$ cat src/core/evm_pkg.sv
// Constants for the exception vector mapping unit
package evm_pkg;
    // Table geometry
    localparam logic [31:0] VEC_TABLE_RESET_BASE = 32'h0000_0000; // Lowest 1024 bytes
    localparam int          VEC_TABLE_BYTES      = 1024;
    localparam int          VEC_ENTRY_BYTES      = 4;
    localparam int          VEC_COUNT            = 256;
    localparam logic [31:0] OFS_RESET_SSP        = 32'h0000_0000;
    localparam logic [31:0] OFS_RESET_PC         = 32'h0000_0004;
    // Fixed vector numbers
    localparam logic [7:0]  VEC_BUS_ERROR        = 8'h02; // Offset 008
    localparam logic [7:0]  VEC_ADDR_ERROR       = 8'h03; // Offset 00C
    localparam logic [7:0]  VEC_COP_ABSENT       = 8'h0B; // Offset 02C
    localparam logic [7:0]  VEC_COP_PROTOCOL     = 8'h0D; // Offset 034
    localparam logic [7:0]  VEC_UNINIT_INT       = 8'h0F; // Offset 03C
    localparam logic [7:0]  VEC_SPURIOUS         = 8'h18; // Offset 060
    localparam logic [7:0]  VEC_AUTO_L4          = 8'h1C; // Offset 070, disk interface
    localparam logic [7:0]  VEC_AUTO_L7          = 8'h1F; // Offset 07C, parity error
    localparam logic [7:0]  VEC_USER_FIRST       = 8'h40; // 64..255, offsets 100..3FF
    // Interrupt levels
    localparam logic [2:0]  LVL_PARITY           = 3'h7;
    localparam logic [2:0]  LVL_CIO              = 3'h6;
    localparam logic [2:0]  LVL_SERIAL           = 3'h5;
    localparam logic [2:0]  LVL_DISK             = 3'h4;
    localparam logic [2:0]  LVL_NONE             = 3'h0;
    // Counter/timer slots within the timer vector (bits 2:1)
    localparam logic [1:0]  CT_SLOT_T3           = 2'h0;
    localparam logic [1:0]  CT_SLOT_T2           = 2'h1;
    localparam logic [1:0]  CT_SLOT_T1           = 2'h2;
    localparam logic [1:0]  CT_SLOT_ERR          = 2'h3;
    // Bit positions of the timer request inputs
    localparam int          TMR_T1               = 0;
    localparam int          TMR_T2               = 1;
    localparam int          TMR_T3               = 2;
    localparam int          TMR_ERR              = 3;
    // Suggested vector base values, software loads these into the peripherals
    localparam logic [7:0]  SUGG_SER_BASE        = 8'h50;
    localparam logic [7:0]  SUGG_PA_BASE         = 8'h41;
    localparam logic [7:0]  SUGG_PB_BASE         = 8'h40;
    localparam logic [7:0]  SUGG_CT_BASE         = 8'h60;
    // Controller states
    typedef enum logic [2:0] {
        EVM_RST_SSP,
        EVM_RST_PC,
        EVM_IDLE,
        EVM_ACK,
        EVM_FETCH
    } evm_state_t;
endpackage

$ cat src/core/evm_prio_enc.sv
// Priority encoder, highest index wins
`timescale 1ns/100ps
`default_nettype none
module evm_prio_enc
    import evm_pkg::*;
#(
    parameter int W = 8
) (
    // Requests
    input  wire logic [W-1:0]         req,
    // Result
    output logic                      any,
    output logic [$clog2(W)-1:0]      idx
);
    ////////////////////////////////////////////////////////////////////////////
    // Scan upward so the last hit (highest index) wins
    always_comb begin
        any = 1'b0;
        idx = '0;
        for (int i = 0; i < W; i++) begin
            if (req[i]) begin
                any = 1'b1;
                idx = i[$clog2(W)-1:0];
            end
        end
    end
endmodule // evm_prio_enc
`default_nettype wire

$ cat src/core/evm_vector_map.sv
// Exception and interrupt vector selection and vector fetch sequencing
// Contract
// - Every vector entry is four bytes and reset fetches the stack pointer at 000 then the PC at 004.
// - The table base resets to zero and software may relocate it.
// - Device-supplied vectors lie in the user range 64 to 255, offsets 100 to 3FF.
// - Watchdog expiry and memory-management faults both take the bus error vector at 008.
// - An absent coprocessor uses offset 02C and a coprocessor protocol violation uses 034.
// - Parity errors autovector at level 7 (07C) and the disk interface at level 4 (070).
// - All other interrupt sources supply their own programmed vector number.
// - Level 6 order is timer 3, port A, timer 2, port B, timer 1, then timer error.
// - Port A vectors share five bits and encode the cause, 79 down to 65.
// - Port B carries the eight system-bus lines, line 0 at 78 down to line 7 at 64.
// - The serial controller uses level 5 with vectors 80 to 87, four causes per port.
// - Every source has an enable and the serial port priority is programmable.
// - The spurious vector 060 is never produced and the uninitialised vector is 03C.
// - Level 7 is non-maskable and lower levels need to exceed the current mask.
// - An interrupt is taken at an instruction boundary through an acknowledge step.
`timescale 1ns/100ps
`default_nettype none
module evm_vector_map
    import evm_pkg::*;
(
    // Clock and reset
    input  wire logic        mclk,
    input  wire logic        sys_rst,
    // Processor state
    input  wire logic        inst_boundary,
    input  wire logic [2:0]  ipl_mask,
    input  wire logic        vbr_load,
    input  wire logic [31:0] vbr_value,
    // Fault events, one-cycle pulses
    input  wire logic        wdog_expire,
    input  wire logic        mmu_fault,
    input  wire logic        addr_fault,
    input  wire logic        cop_absent,
    input  wire logic        cop_protocol,
    // Autovectored sources
    input  wire logic        parity_irq,
    input  wire logic        parity_en,
    input  wire logic        disk_irq,
    input  wire logic        disk_en,
    // Counter/parallel unit sources
    input  wire logic [7:0]  pa_irq,
    input  wire logic [7:0]  pa_en,
    input  wire logic [7:0]  system_bus_irq_line,
    input  wire logic [7:0]  pb_en,
    input  wire logic [3:0]  tmr_irq,
    input  wire logic [3:0]  tmr_en,
    input  wire logic [7:0]  pa_base,
    input  wire logic [7:0]  pb_base,
    input  wire logic [7:0]  ct_base,
    // Dual serial controller sources
    input  wire logic [7:0]  ser_irq,
    input  wire logic [7:0]  ser_en,
    input  wire logic        ser_b_first,
    input  wire logic [7:0]  ser_base,
    // Vector fetch memory port
    input  wire logic        fetch_ack,
    input  wire logic [31:0] fetch_data,
    output logic             fetch_req,
    output logic [31:0]      fetch_addr,
    // Exception results
    output logic [7:0]       vector_num,
    output logic [2:0]       ack_level,
    output logic             iack_pulse,
    output logic             autovector,
    output logic [31:0]      handler_addr,
    output logic [31:0]      supervisor_stack_pointer,
    output logic             take_done
);
    ////////////////////////////////////////////////////////////////////////////
    // Enabled requests and encoders
    logic [7:0] pa_q, pb_rev, ser_q;
    logic [3:0] tmr_q;
    logic       pa_any, pb_any;
    logic [2:0] pa_idx, pb_idx;
    logic [1:0] ser_any;
    logic [1:0] ser_idx [2];

    assign pa_q  = pa_irq & pa_en;
    assign tmr_q = tmr_irq & tmr_en;
    assign ser_q = ser_irq & ser_en;

    evm_prio_enc #(.W(8)) u_pa_enc (
        .req (pa_q),
        .any (pa_any),
        .idx (pa_idx)
    );

    evm_prio_enc #(.W(8)) u_pb_enc (
        .req (pb_rev),
        .any (pb_any),
        .idx (pb_idx)
    );

    // Line 0 ranks first, so reverse it into the top slot of the encoder
    // Serial causes: receive ranks first within a port, hence the reversal too
    for (genvar g = 0; g < 8; g++) begin : g_rev
        assign pb_rev[g] = system_bus_irq_line[7-g] & pb_en[7-g];
    end

    for (genvar p = 0; p < 2; p++) begin : g_ser
        logic [3:0] cause_rev;
        logic [1:0] enc_idx;
        assign cause_rev = {ser_q[4*p], ser_q[4*p+1], ser_q[4*p+2], ser_q[4*p+3]};
        evm_prio_enc #(.W(4)) u_ser_enc (
            .req (cause_rev),
            .any (ser_any[p]),
            .idx (enc_idx)
        );
        assign ser_idx[p] = 2'h3 - enc_idx;
    end

    ////////////////////////////////////////////////////////////////////////////
    // Pending level and vector selection
    logic       lvl7, lvl6, lvl5, lvl4;
    logic [2:0] pend_level;
    logic       pend_ok;
    logic [7:0] sel_vec;
    logic       sel_auto;
    logic       ser_use_b;

    assign lvl7 = parity_irq & parity_en;
    assign lvl6 = pa_any | pb_any | (|tmr_q);
    assign lvl5 = |ser_any;
    assign lvl4 = disk_irq & disk_en;
    assign ser_use_b = ser_any[1] & (ser_b_first | ~ser_any[0]);

    always_comb begin
        if (lvl7) begin
            pend_level = LVL_PARITY;
        end else if (lvl6) begin
            pend_level = LVL_CIO;
        end else if (lvl5) begin
            pend_level = LVL_SERIAL;
        end else if (lvl4) begin
            pend_level = LVL_DISK;
        end else begin
            pend_level = LVL_NONE;
        end
    end

    // Level 7 ignores the mask, all others must exceed it
    assign pend_ok = (pend_level == LVL_PARITY) ||
                     ((pend_level != LVL_NONE) && (pend_level > ipl_mask));

    // Vector for the level being acknowledged; a device base below the user
    // range means software never loaded it, so the uninitialised vector is used
    always_comb begin
        sel_vec  = VEC_UNINIT_INT;
        sel_auto = 1'b0;
        case (ack_level)
            LVL_PARITY: begin
                sel_vec  = VEC_AUTO_L7;
                sel_auto = 1'b1;
            end
            LVL_DISK: begin
                sel_vec  = VEC_AUTO_L4;
                sel_auto = 1'b1;
            end
            LVL_CIO: begin
                if (tmr_q[TMR_T3]) begin
                    sel_vec = {ct_base[7:3], CT_SLOT_T3, ct_base[0]};
                end else if (pa_any) begin
                    sel_vec = {pa_base[7:4], pa_idx, pa_base[0]};
                end else if (tmr_q[TMR_T2]) begin
                    sel_vec = {ct_base[7:3], CT_SLOT_T2, ct_base[0]};
                end else if (pb_any) begin
                    sel_vec = {pb_base[7:4], pb_idx, pb_base[0]};
                end else if (tmr_q[TMR_T1]) begin
                    sel_vec = {ct_base[7:3], CT_SLOT_T1, ct_base[0]};
                end else if (tmr_q[TMR_ERR]) begin
                    sel_vec = {ct_base[7:3], CT_SLOT_ERR, ct_base[0]};
                end
            end
            LVL_SERIAL: begin
                if (lvl5) begin
                    sel_vec = {ser_base[7:3], ser_use_b,
                               ser_use_b ? ser_idx[1] : ser_idx[0]};
                end
            end
            default: begin
                sel_vec = VEC_UNINIT_INT;
            end
        endcase
        // Device-supplied numbers must land in the user area
        if (!sel_auto && sel_vec < VEC_USER_FIRST) begin
            sel_vec = VEC_UNINIT_INT;
        end
    end

    ////////////////////////////////////////////////////////////////////////////
    // Sequencer state
    evm_state_t  state_reg, state_next;
    logic [31:0] vbr_reg, vbr_next;
    logic [31:0] tbase_reg, tbase_next;
    logic        fetch_req_reg, fetch_req_next;
    logic [31:0] fetch_addr_reg, fetch_addr_next;
    logic [7:0]  vec_reg, vec_next;
    logic [2:0]  lvl_reg, lvl_next;
    logic        iack_reg, iack_next;
    logic        auto_reg, auto_next;
    logic [31:0] hand_reg, hand_next;
    logic [31:0] ssp_reg, ssp_next;
    logic        done_reg, done_next;
    logic        fault_hit;
    logic [7:0]  fault_vec;

    // Fault ranking: bus error before the others
    always_comb begin
        fault_hit = 1'b1;
        if (wdog_expire || mmu_fault) begin
            fault_vec = VEC_BUS_ERROR;
        end else if (addr_fault) begin
            fault_vec = VEC_ADDR_ERROR;
        end else if (cop_absent) begin
            fault_vec = VEC_COP_ABSENT;
        end else if (cop_protocol) begin
            fault_vec = VEC_COP_PROTOCOL;
        end else begin
            fault_vec = VEC_UNINIT_INT;
            fault_hit = 1'b0;
        end
    end

    // Next-state logic
    always_comb begin
        state_next      = state_reg;
        vbr_next        = vbr_load ? vbr_value : vbr_reg;
        tbase_next      = tbase_reg;
        fetch_req_next  = fetch_req_reg;
        fetch_addr_next = fetch_addr_reg;
        vec_next        = vec_reg;
        lvl_next        = lvl_reg;
        iack_next       = 1'b0;
        auto_next       = auto_reg;
        hand_next       = hand_reg;
        ssp_next        = ssp_reg;
        done_next       = 1'b0;
        case (state_reg)
            EVM_RST_SSP: begin
                fetch_req_next  = 1'b1;
                fetch_addr_next = VEC_TABLE_RESET_BASE + OFS_RESET_SSP;
                if (fetch_ack && fetch_req_reg) begin
                    ssp_next        = fetch_data;
                    fetch_addr_next = VEC_TABLE_RESET_BASE + OFS_RESET_PC;
                    state_next      = EVM_RST_PC;
                end
            end
            EVM_RST_PC: begin
                if (fetch_ack) begin
                    hand_next      = fetch_data;
                    fetch_req_next = 1'b0;
                    done_next      = 1'b1;
                    state_next     = EVM_IDLE;
                end
            end
            EVM_IDLE: begin
                tbase_next = vbr_reg;
                if (fault_hit) begin
                    vec_next        = fault_vec;
                    lvl_next        = LVL_NONE;
                    auto_next       = 1'b0;
                    fetch_req_next  = 1'b1;
                    fetch_addr_next = vbr_reg + {22'h0, fault_vec, 2'h0};
                    state_next      = EVM_FETCH;
                end else if (pend_ok && inst_boundary) begin
                    lvl_next   = pend_level;
                    iack_next  = 1'b1;
                    state_next = EVM_ACK;
                end
            end
            EVM_ACK: begin
                // Vector is sampled one cycle after the level is presented
                vec_next        = sel_vec;
                auto_next       = sel_auto;
                fetch_req_next  = 1'b1;
                fetch_addr_next = tbase_reg + {22'h0, sel_vec, 2'h0};
                state_next      = EVM_FETCH;
            end
            EVM_FETCH: begin
                if (fetch_ack) begin
                    hand_next      = fetch_data;
                    fetch_req_next = 1'b0;
                    done_next      = 1'b1;
                    state_next     = EVM_IDLE;
                end
            end
            default: begin
                state_next = EVM_IDLE;
            end
        endcase
    end

    // Registers
    always_ff @(posedge mclk) begin
        if (sys_rst) begin
            state_reg      <= EVM_RST_SSP;
            vbr_reg        <= VEC_TABLE_RESET_BASE;
            tbase_reg      <= VEC_TABLE_RESET_BASE;
            fetch_req_reg  <= 1'b0;
            fetch_addr_reg <= 32'h0000_0000;
            vec_reg        <= 8'h00;
            lvl_reg        <= LVL_NONE;
            iack_reg       <= 1'b0;
            auto_reg       <= 1'b0;
            hand_reg       <= 32'h0000_0000;
            ssp_reg        <= 32'h0000_0000;
            done_reg       <= 1'b0;
        end else begin
            state_reg      <= state_next;
            vbr_reg        <= vbr_next;
            tbase_reg      <= tbase_next;
            fetch_req_reg  <= fetch_req_next;
            fetch_addr_reg <= fetch_addr_next;
            vec_reg        <= vec_next;
            lvl_reg        <= lvl_next;
            iack_reg       <= iack_next;
            auto_reg       <= auto_next;
            hand_reg       <= hand_next;
            ssp_reg        <= ssp_next;
            done_reg       <= done_next;
        end
    end

    // Outputs straight from flip-flops
    assign fetch_req                = fetch_req_reg;
    assign fetch_addr               = fetch_addr_reg;
    assign vector_num               = vec_reg;
    assign ack_level                = lvl_reg;
    assign iack_pulse               = iack_reg;
    assign autovector               = auto_reg;
    assign handler_addr             = hand_reg;
    assign supervisor_stack_pointer = ssp_reg;
    assign take_done                = done_reg;

    ////////////////////////////////////////////////////////////////////////////
    // Checks
    chk_fetch_addr_calc: assert property (@(posedge mclk) disable iff (sys_rst)
        (state_reg == EVM_FETCH) |-> fetch_addr_reg == tbase_reg + {22'h0, vec_reg, 2'h0})
        else $error("vector fetch address not base plus four times vector");
    chk_reset_fetch_order: assert property (@(posedge mclk) disable iff (sys_rst)
        (state_reg == EVM_RST_SSP && fetch_req_reg && fetch_ack)
        |=> (fetch_addr_reg == OFS_RESET_PC) && (ssp_reg == $past(fetch_data)))
        else $error("reset fetch did not move from stack pointer to program counter");
    chk_base_default: assert property (@(posedge mclk)
        $fell(sys_rst) |-> (vbr_reg == 32'h0) && (fetch_addr_reg == 32'h0))
        else $error("table base not at zero after reset");
    chk_user_vector_range: assert property (@(posedge mclk) disable iff (sys_rst)
        (state_reg == EVM_FETCH && (lvl_reg == LVL_CIO || lvl_reg == LVL_SERIAL))
        |-> (vec_reg >= VEC_USER_FIRST) || (vec_reg == VEC_UNINIT_INT))
        else $error("device vector outside user area");
    chk_bus_error_vector: assert property (@(posedge mclk) disable iff (sys_rst)
        (state_reg == EVM_IDLE && (wdog_expire || mmu_fault))
        |=> (vec_reg == 8'h02) && (fetch_addr_reg == $past(vbr_reg) + 32'h8))
        else $error("watchdog or translation fault missed bus error vector");
    chk_cop_vectors: assert property (@(posedge mclk) disable iff (sys_rst)
        (state_reg == EVM_IDLE && !wdog_expire && !mmu_fault && !addr_fault && cop_absent)
        |=> vec_reg == 8'h0B)
        else $error("absent coprocessor missed its vector");
    chk_autovector_level: assert property (@(posedge mclk) disable iff (sys_rst)
        (state_reg == EVM_ACK && (lvl_reg == LVL_PARITY || lvl_reg == LVL_DISK))
        |=> autovector && (vec_reg == ((lvl_reg == LVL_PARITY) ? 8'h1F : 8'h1C)))
        else $error("autovectored level got wrong vector");
    chk_serial_vector: assert property (@(posedge mclk) disable iff (sys_rst)
        (state_reg == EVM_ACK && lvl_reg == LVL_SERIAL && ser_base == 8'h50 && lvl5)
        |=> (vec_reg >= 8'h50) && (vec_reg <= 8'h57) && !autovector)
        else $error("serial controller vector outside 80 to 87");
    chk_mask_honoured: assert property (@(posedge mclk) disable iff (sys_rst)
        iack_pulse |-> (ack_level == 3'h7) || (ack_level > $past(ipl_mask)))
        else $error("masked interrupt level acknowledged");
    chk_boundary_only: assert property (@(posedge mclk) disable iff (sys_rst)
        iack_pulse |-> $past(inst_boundary) ##1 (state_reg == EVM_FETCH) && fetch_req)
        else $error("interrupt taken off an instruction boundary");
    chk_no_spurious: assert property (@(posedge mclk) disable iff (sys_rst)
        vec_reg != VEC_SPURIOUS)
        else $error("spurious vector produced");
    chk_timer3_first: assert property (@(posedge mclk) disable iff (sys_rst)
        (state_reg == EVM_ACK && lvl_reg == LVL_CIO && tmr_q[TMR_T3] && ct_base >= 8'h40)
        |=> vec_reg == {$past(ct_base[7:3]), 2'h0, $past(ct_base[0])})
        else $error("timer 3 not given top priority at level 6");

    cov_reset_done: cover property (@(posedge mclk) state_reg == EVM_RST_PC ##1 take_done);
    cov_level6_ack: cover property (@(posedge mclk) iack_pulse && ack_level == LVL_CIO);
    cov_level5_ack: cover property (@(posedge mclk) iack_pulse && ack_level == LVL_SERIAL);
    cov_bus_error:  cover property (@(posedge mclk) state_reg == EVM_IDLE && mmu_fault);
endmodule // evm_vector_map
`default_nettype wire

$ cat config.mk
export PLATFORM = sky130hd
export DESIGN_NAME = evm_vector_map
export DESIGN_NICKNAME = d
export VERILOG_FILES = /design/src/core/evm_pkg.sv /design/src/core/evm_prio_enc.sv /design/src/core/evm_vector_map.sv
export SDC_FILE = /design/constraint.sdc
export NUM_CORES = 1
export LEC_CHECK = 0
export ABC_AREA = 0
export BUFFER_PORTS_ARGS = -buffer_cell sky130_fd_sc_hd__buf_2
export CAP_MARGIN = 25
export CELL_PAD_IN_SITES_DETAIL_PLACEMENT = 1
export CELL_PAD_IN_SITES_GLOBAL_PLACEMENT = 1
export CORE_AREA = 5 5 154 156
export CTS_BUF_LIST = sky130_fd_sc_hd__clkbuf_2 sky130_fd_sc_hd__clkbuf_4 sky130_fd_sc_hd__clkbuf_8
export CTS_CLUSTER_SIZE = 25
export DETAILED_ROUTE_END_ITERATION = 10
export DIE_AREA = 0 0 159 161
export GPL_ROUTABILITY_DRIVEN = 0
export GPL_TIMING_DRIVEN = 0
export PLACE_DENSITY = 0.84
export REMOVE_ABC_BUFFERS = 1
export SETUP_SLACK_MARGIN = 0.5
export SLEW_MARGIN = 15
export SYNTH_ARGS = -nofsm -noshare
export SYNTH_HDL_FRONTEND = slang
export SYNTH_SLANG_ARGS = --single-unit
export TNS_END_PERCENT = 5
$ cat constraint.sdc
create_clock -name mclk -period 6.1 [get_ports mclk]
set_input_delay 0 -clock mclk [delete_from_list [all_inputs] [get_ports mclk]]
set_output_delay 0 -clock mclk [all_outputs]
set_load 0.1 [all_outputs]
==> results.cfg <==
[status]
status = finished, final reports clean

[route]
totalWireLength_microns = 32700
drt-pass1-iter-count = 5
antenna_violating_nets_post_route = 0
post_drt_wl_per_cell_microns = 19.0
avgViaCountPerCell = 5.50
vias = 9455
drt_iter0_markers = 468
drcViolationCount = 0

[timing]
fin_crit_sh = 0.795
hold_ws_ns = 0.0204
rsz0062_at_grt = false
worst_pin_slew_ns = 0.952
slew-limit-headroom = 0.360
finalHoldViolCount = 0
fin_skew_ns = 0.0200
fmax_mhz = 206
period_needed_ns = 4.85
slew_violations = 0
setup_viol = 0

[critical_path]
worstPathArrival_ns = 5.22
worstSetupPathType = input port to flip-flop
cpLargestDelayFamily = compound AO/OA/AOI/OAI gates
cp_slowest_cell = a211oi_2
critPathBufInv = 2
cp-end-kind = flip-flop
r2r_cells = 16
cp_cell_sequence = buf_2 > a22o_1 > nor4_2 > a31oi_1 > nor2_1 > o41ai_4 > or2_1 > nand2b_1 > ha_1 > inv_1 > fa_1 > nor2b_1 > o21ai_0 > a211oi_2 > nand4_1 > xnor2_1 > a22oi_1 > a211oi_1
required_ns = 6.47
worstSetupPathDepth = 18
crit_path_start_kind = input port
slowest_delay_ns = 0.88
critPathMaxFanout = 9

[power]
p_per_area_nw_per_um2 = 250
peakVddDrop_uv = 136
p_leak_nw = 4.97
p_total_mw = 2.91

[clock_network]
cts_sinks = 178
clk_pin_slew_worst_paths_ns = 0.10
clkLatencyLatePin_ns = 0.47
cts_tree = yes
cts-root-buf = clkbuf_8
post_cts_buffers = 0
cts_made_buffers = 17
clk_path_buf_depth = 2
h-tree-depth = 4
post_cts_resized = 0

[global_route]
grt_pass1_wl_microns = 52400
grt_max_degree = 97
grtUsageTotal = 0.245
grt_pass1_vias = 9895
overflow = 0
antenna_found_initial = 1

[layout]
fin_cells = 1719
mostFrequentLayoutCells = 268 x buf_2, 249 x nand2_1, 178 x dfxtp_1
area_growth_pct = 31.6
drive_gt1_frac = 0.232
fin_area_sq_um = 11700
layout.nets = 1608
final_common_cell = buf_2

[place]
placed_cells = 1610
postPlaceCellArea_sq_um = 10500
dpl.hpwl_microns = 22800
port_buffers = 269

[run]
maxCapViolations = 0

[die]
dieArea_sq_um = 25600
start_util = 0.399
die_y_microns = 161
pin_count = 281
core_sq_um = 22200
die_width_microns = 159
rows = 55

[synthesis]
synth_edf_count = 0
synth_area_sq_um = 8870
synth_seq_cells = 178
yosysSeqAreaShare = 0.402
avgSynthCellArea_sq_um = 7.96
yosysWarnings = 0
netlist_instances = 1114
synth.distinct_cells = 73
ys.flop_type = dfxtp_1
synthArstFlopShare = 0

[hold_path]
hold_path_class = input port to flip-flop
holdPathStages = 5
kinds of logic after synthesis:
family | share of synthesized area
compound gates | 0.214
mux | 0.0476
fa+ha+maj | 0.0282
flops | 0.402
buf+inv | 0.0357
xor+xnor | 0.0444
simple gates | 0.228
through the flow:
step                      setup WS, ns   util  TNS (ns)
final                             1.25  0.525         0
after global routing             0.884  0.525         0
after CTS                         1.37  0.522         0
after detailed placement         0.931  0.472         0
after global placement         -0.0791  0.464    -0.280
after floorplan                   1.65      -         0
Yosys cell counts, drive strengths merged (5+ instances only):
master     n  area [sq um]
a221oi     6          52.6
a22o      11          96.3
nor3      21           105
a31oi      9          56.3
nand2b     7          43.8
nor2      97           364
nand2    251           942
a22oi     17           128
and3       9          56.3
and2       8          50.1
a211oi    16           130
inv       15          56.3
clkbuf    59           221
nand3b     5          37.5
buf        6          35.0
a21o       7          52.6
ha        16           200
a311oi     5          56.3
o21ai     26           130
nand4      8          50.1
xnor2     30           263
and4       7          61.3
nor4       8          62.6
nor2b      7          43.8
nand3     21           105
o21a       8          60.1
a2111oi    6          77.6
dfxtp    178          3560
xor2      15           131
mux2i     41           410
a21oi    135           676
worst register-to-register path, stage by stage, from the launching register on:
cell and delay (ns):
dfxtp_1 0.51, nand3b_1 0.30, nor2_1 0.16, a22oi_1 0.21, nand3b_1 0.21, or2_1 0.40
nand2b_1 0.15, ha_1 0.18, inv_1 0.06, fa_1 0.41, nor2b_1 0.17, o21ai_0 0.28
a211oi_2 0.88, nand4_1 0.22, xnor2_1 0.23, a22oi_1 0.10, a211oi_1 0.29
power breakdown:
| part | switching [mW] | internal [mW] |
|---|---|---|
| Combinational | 0.607 | 0.218 |
| Sequential | 0.0527 | 1.22 |
| Clock | 0.490 | 0.320 |
| Total | 1.15 | 1.76 |
worst paths after layout:
kind / to / start / slack (ns)
setup / recovery: fetch_addr[26] / pa_irq[4] / 1.25
setup reg to reg: fetch_addr[26] / ack_level[0] / 1.26
hold / removal: ack_level[1] / parity_irq / 0.02
hold reg to reg: supervisor_stack_pointer[23] / supervisor_stack_pointer[23] / 0.46
routing by layer:
metal | up-vias | track usage | share of wire
met5 | - | 0 | 0
met4 | 0 | 0.0663 | 0.021
met3 | 47 | 0.0457 | 0.044
met2 | 266 | 0.439 | 0.50
met1 | 4592 | 0.304 | 0.43
li1 | 4550 | - | -
repair_timing:
action                                 4_1_cts  5_1_grt
hold buffers                                72        0
setup endpoints to repair                    0        0
endpoints found under the hold margin      123        0
final cells by class:
cell class | instances | area (sq um)
Fill cell | 2729 | 10600
Inverter | 16 | 60.1
Multi-Input combinational cell | 855 | 5030
Clock inverter | 13 | 133
Antenna cell | 1 | 2.50
Clock buffer | 19 | 255
Tap cell | 285 | 357
Timing Repair Buffer | 352 | 2270
Sequential cell | 178 | 3560
No activity file was read; power rests on OpenSTA's default activity.
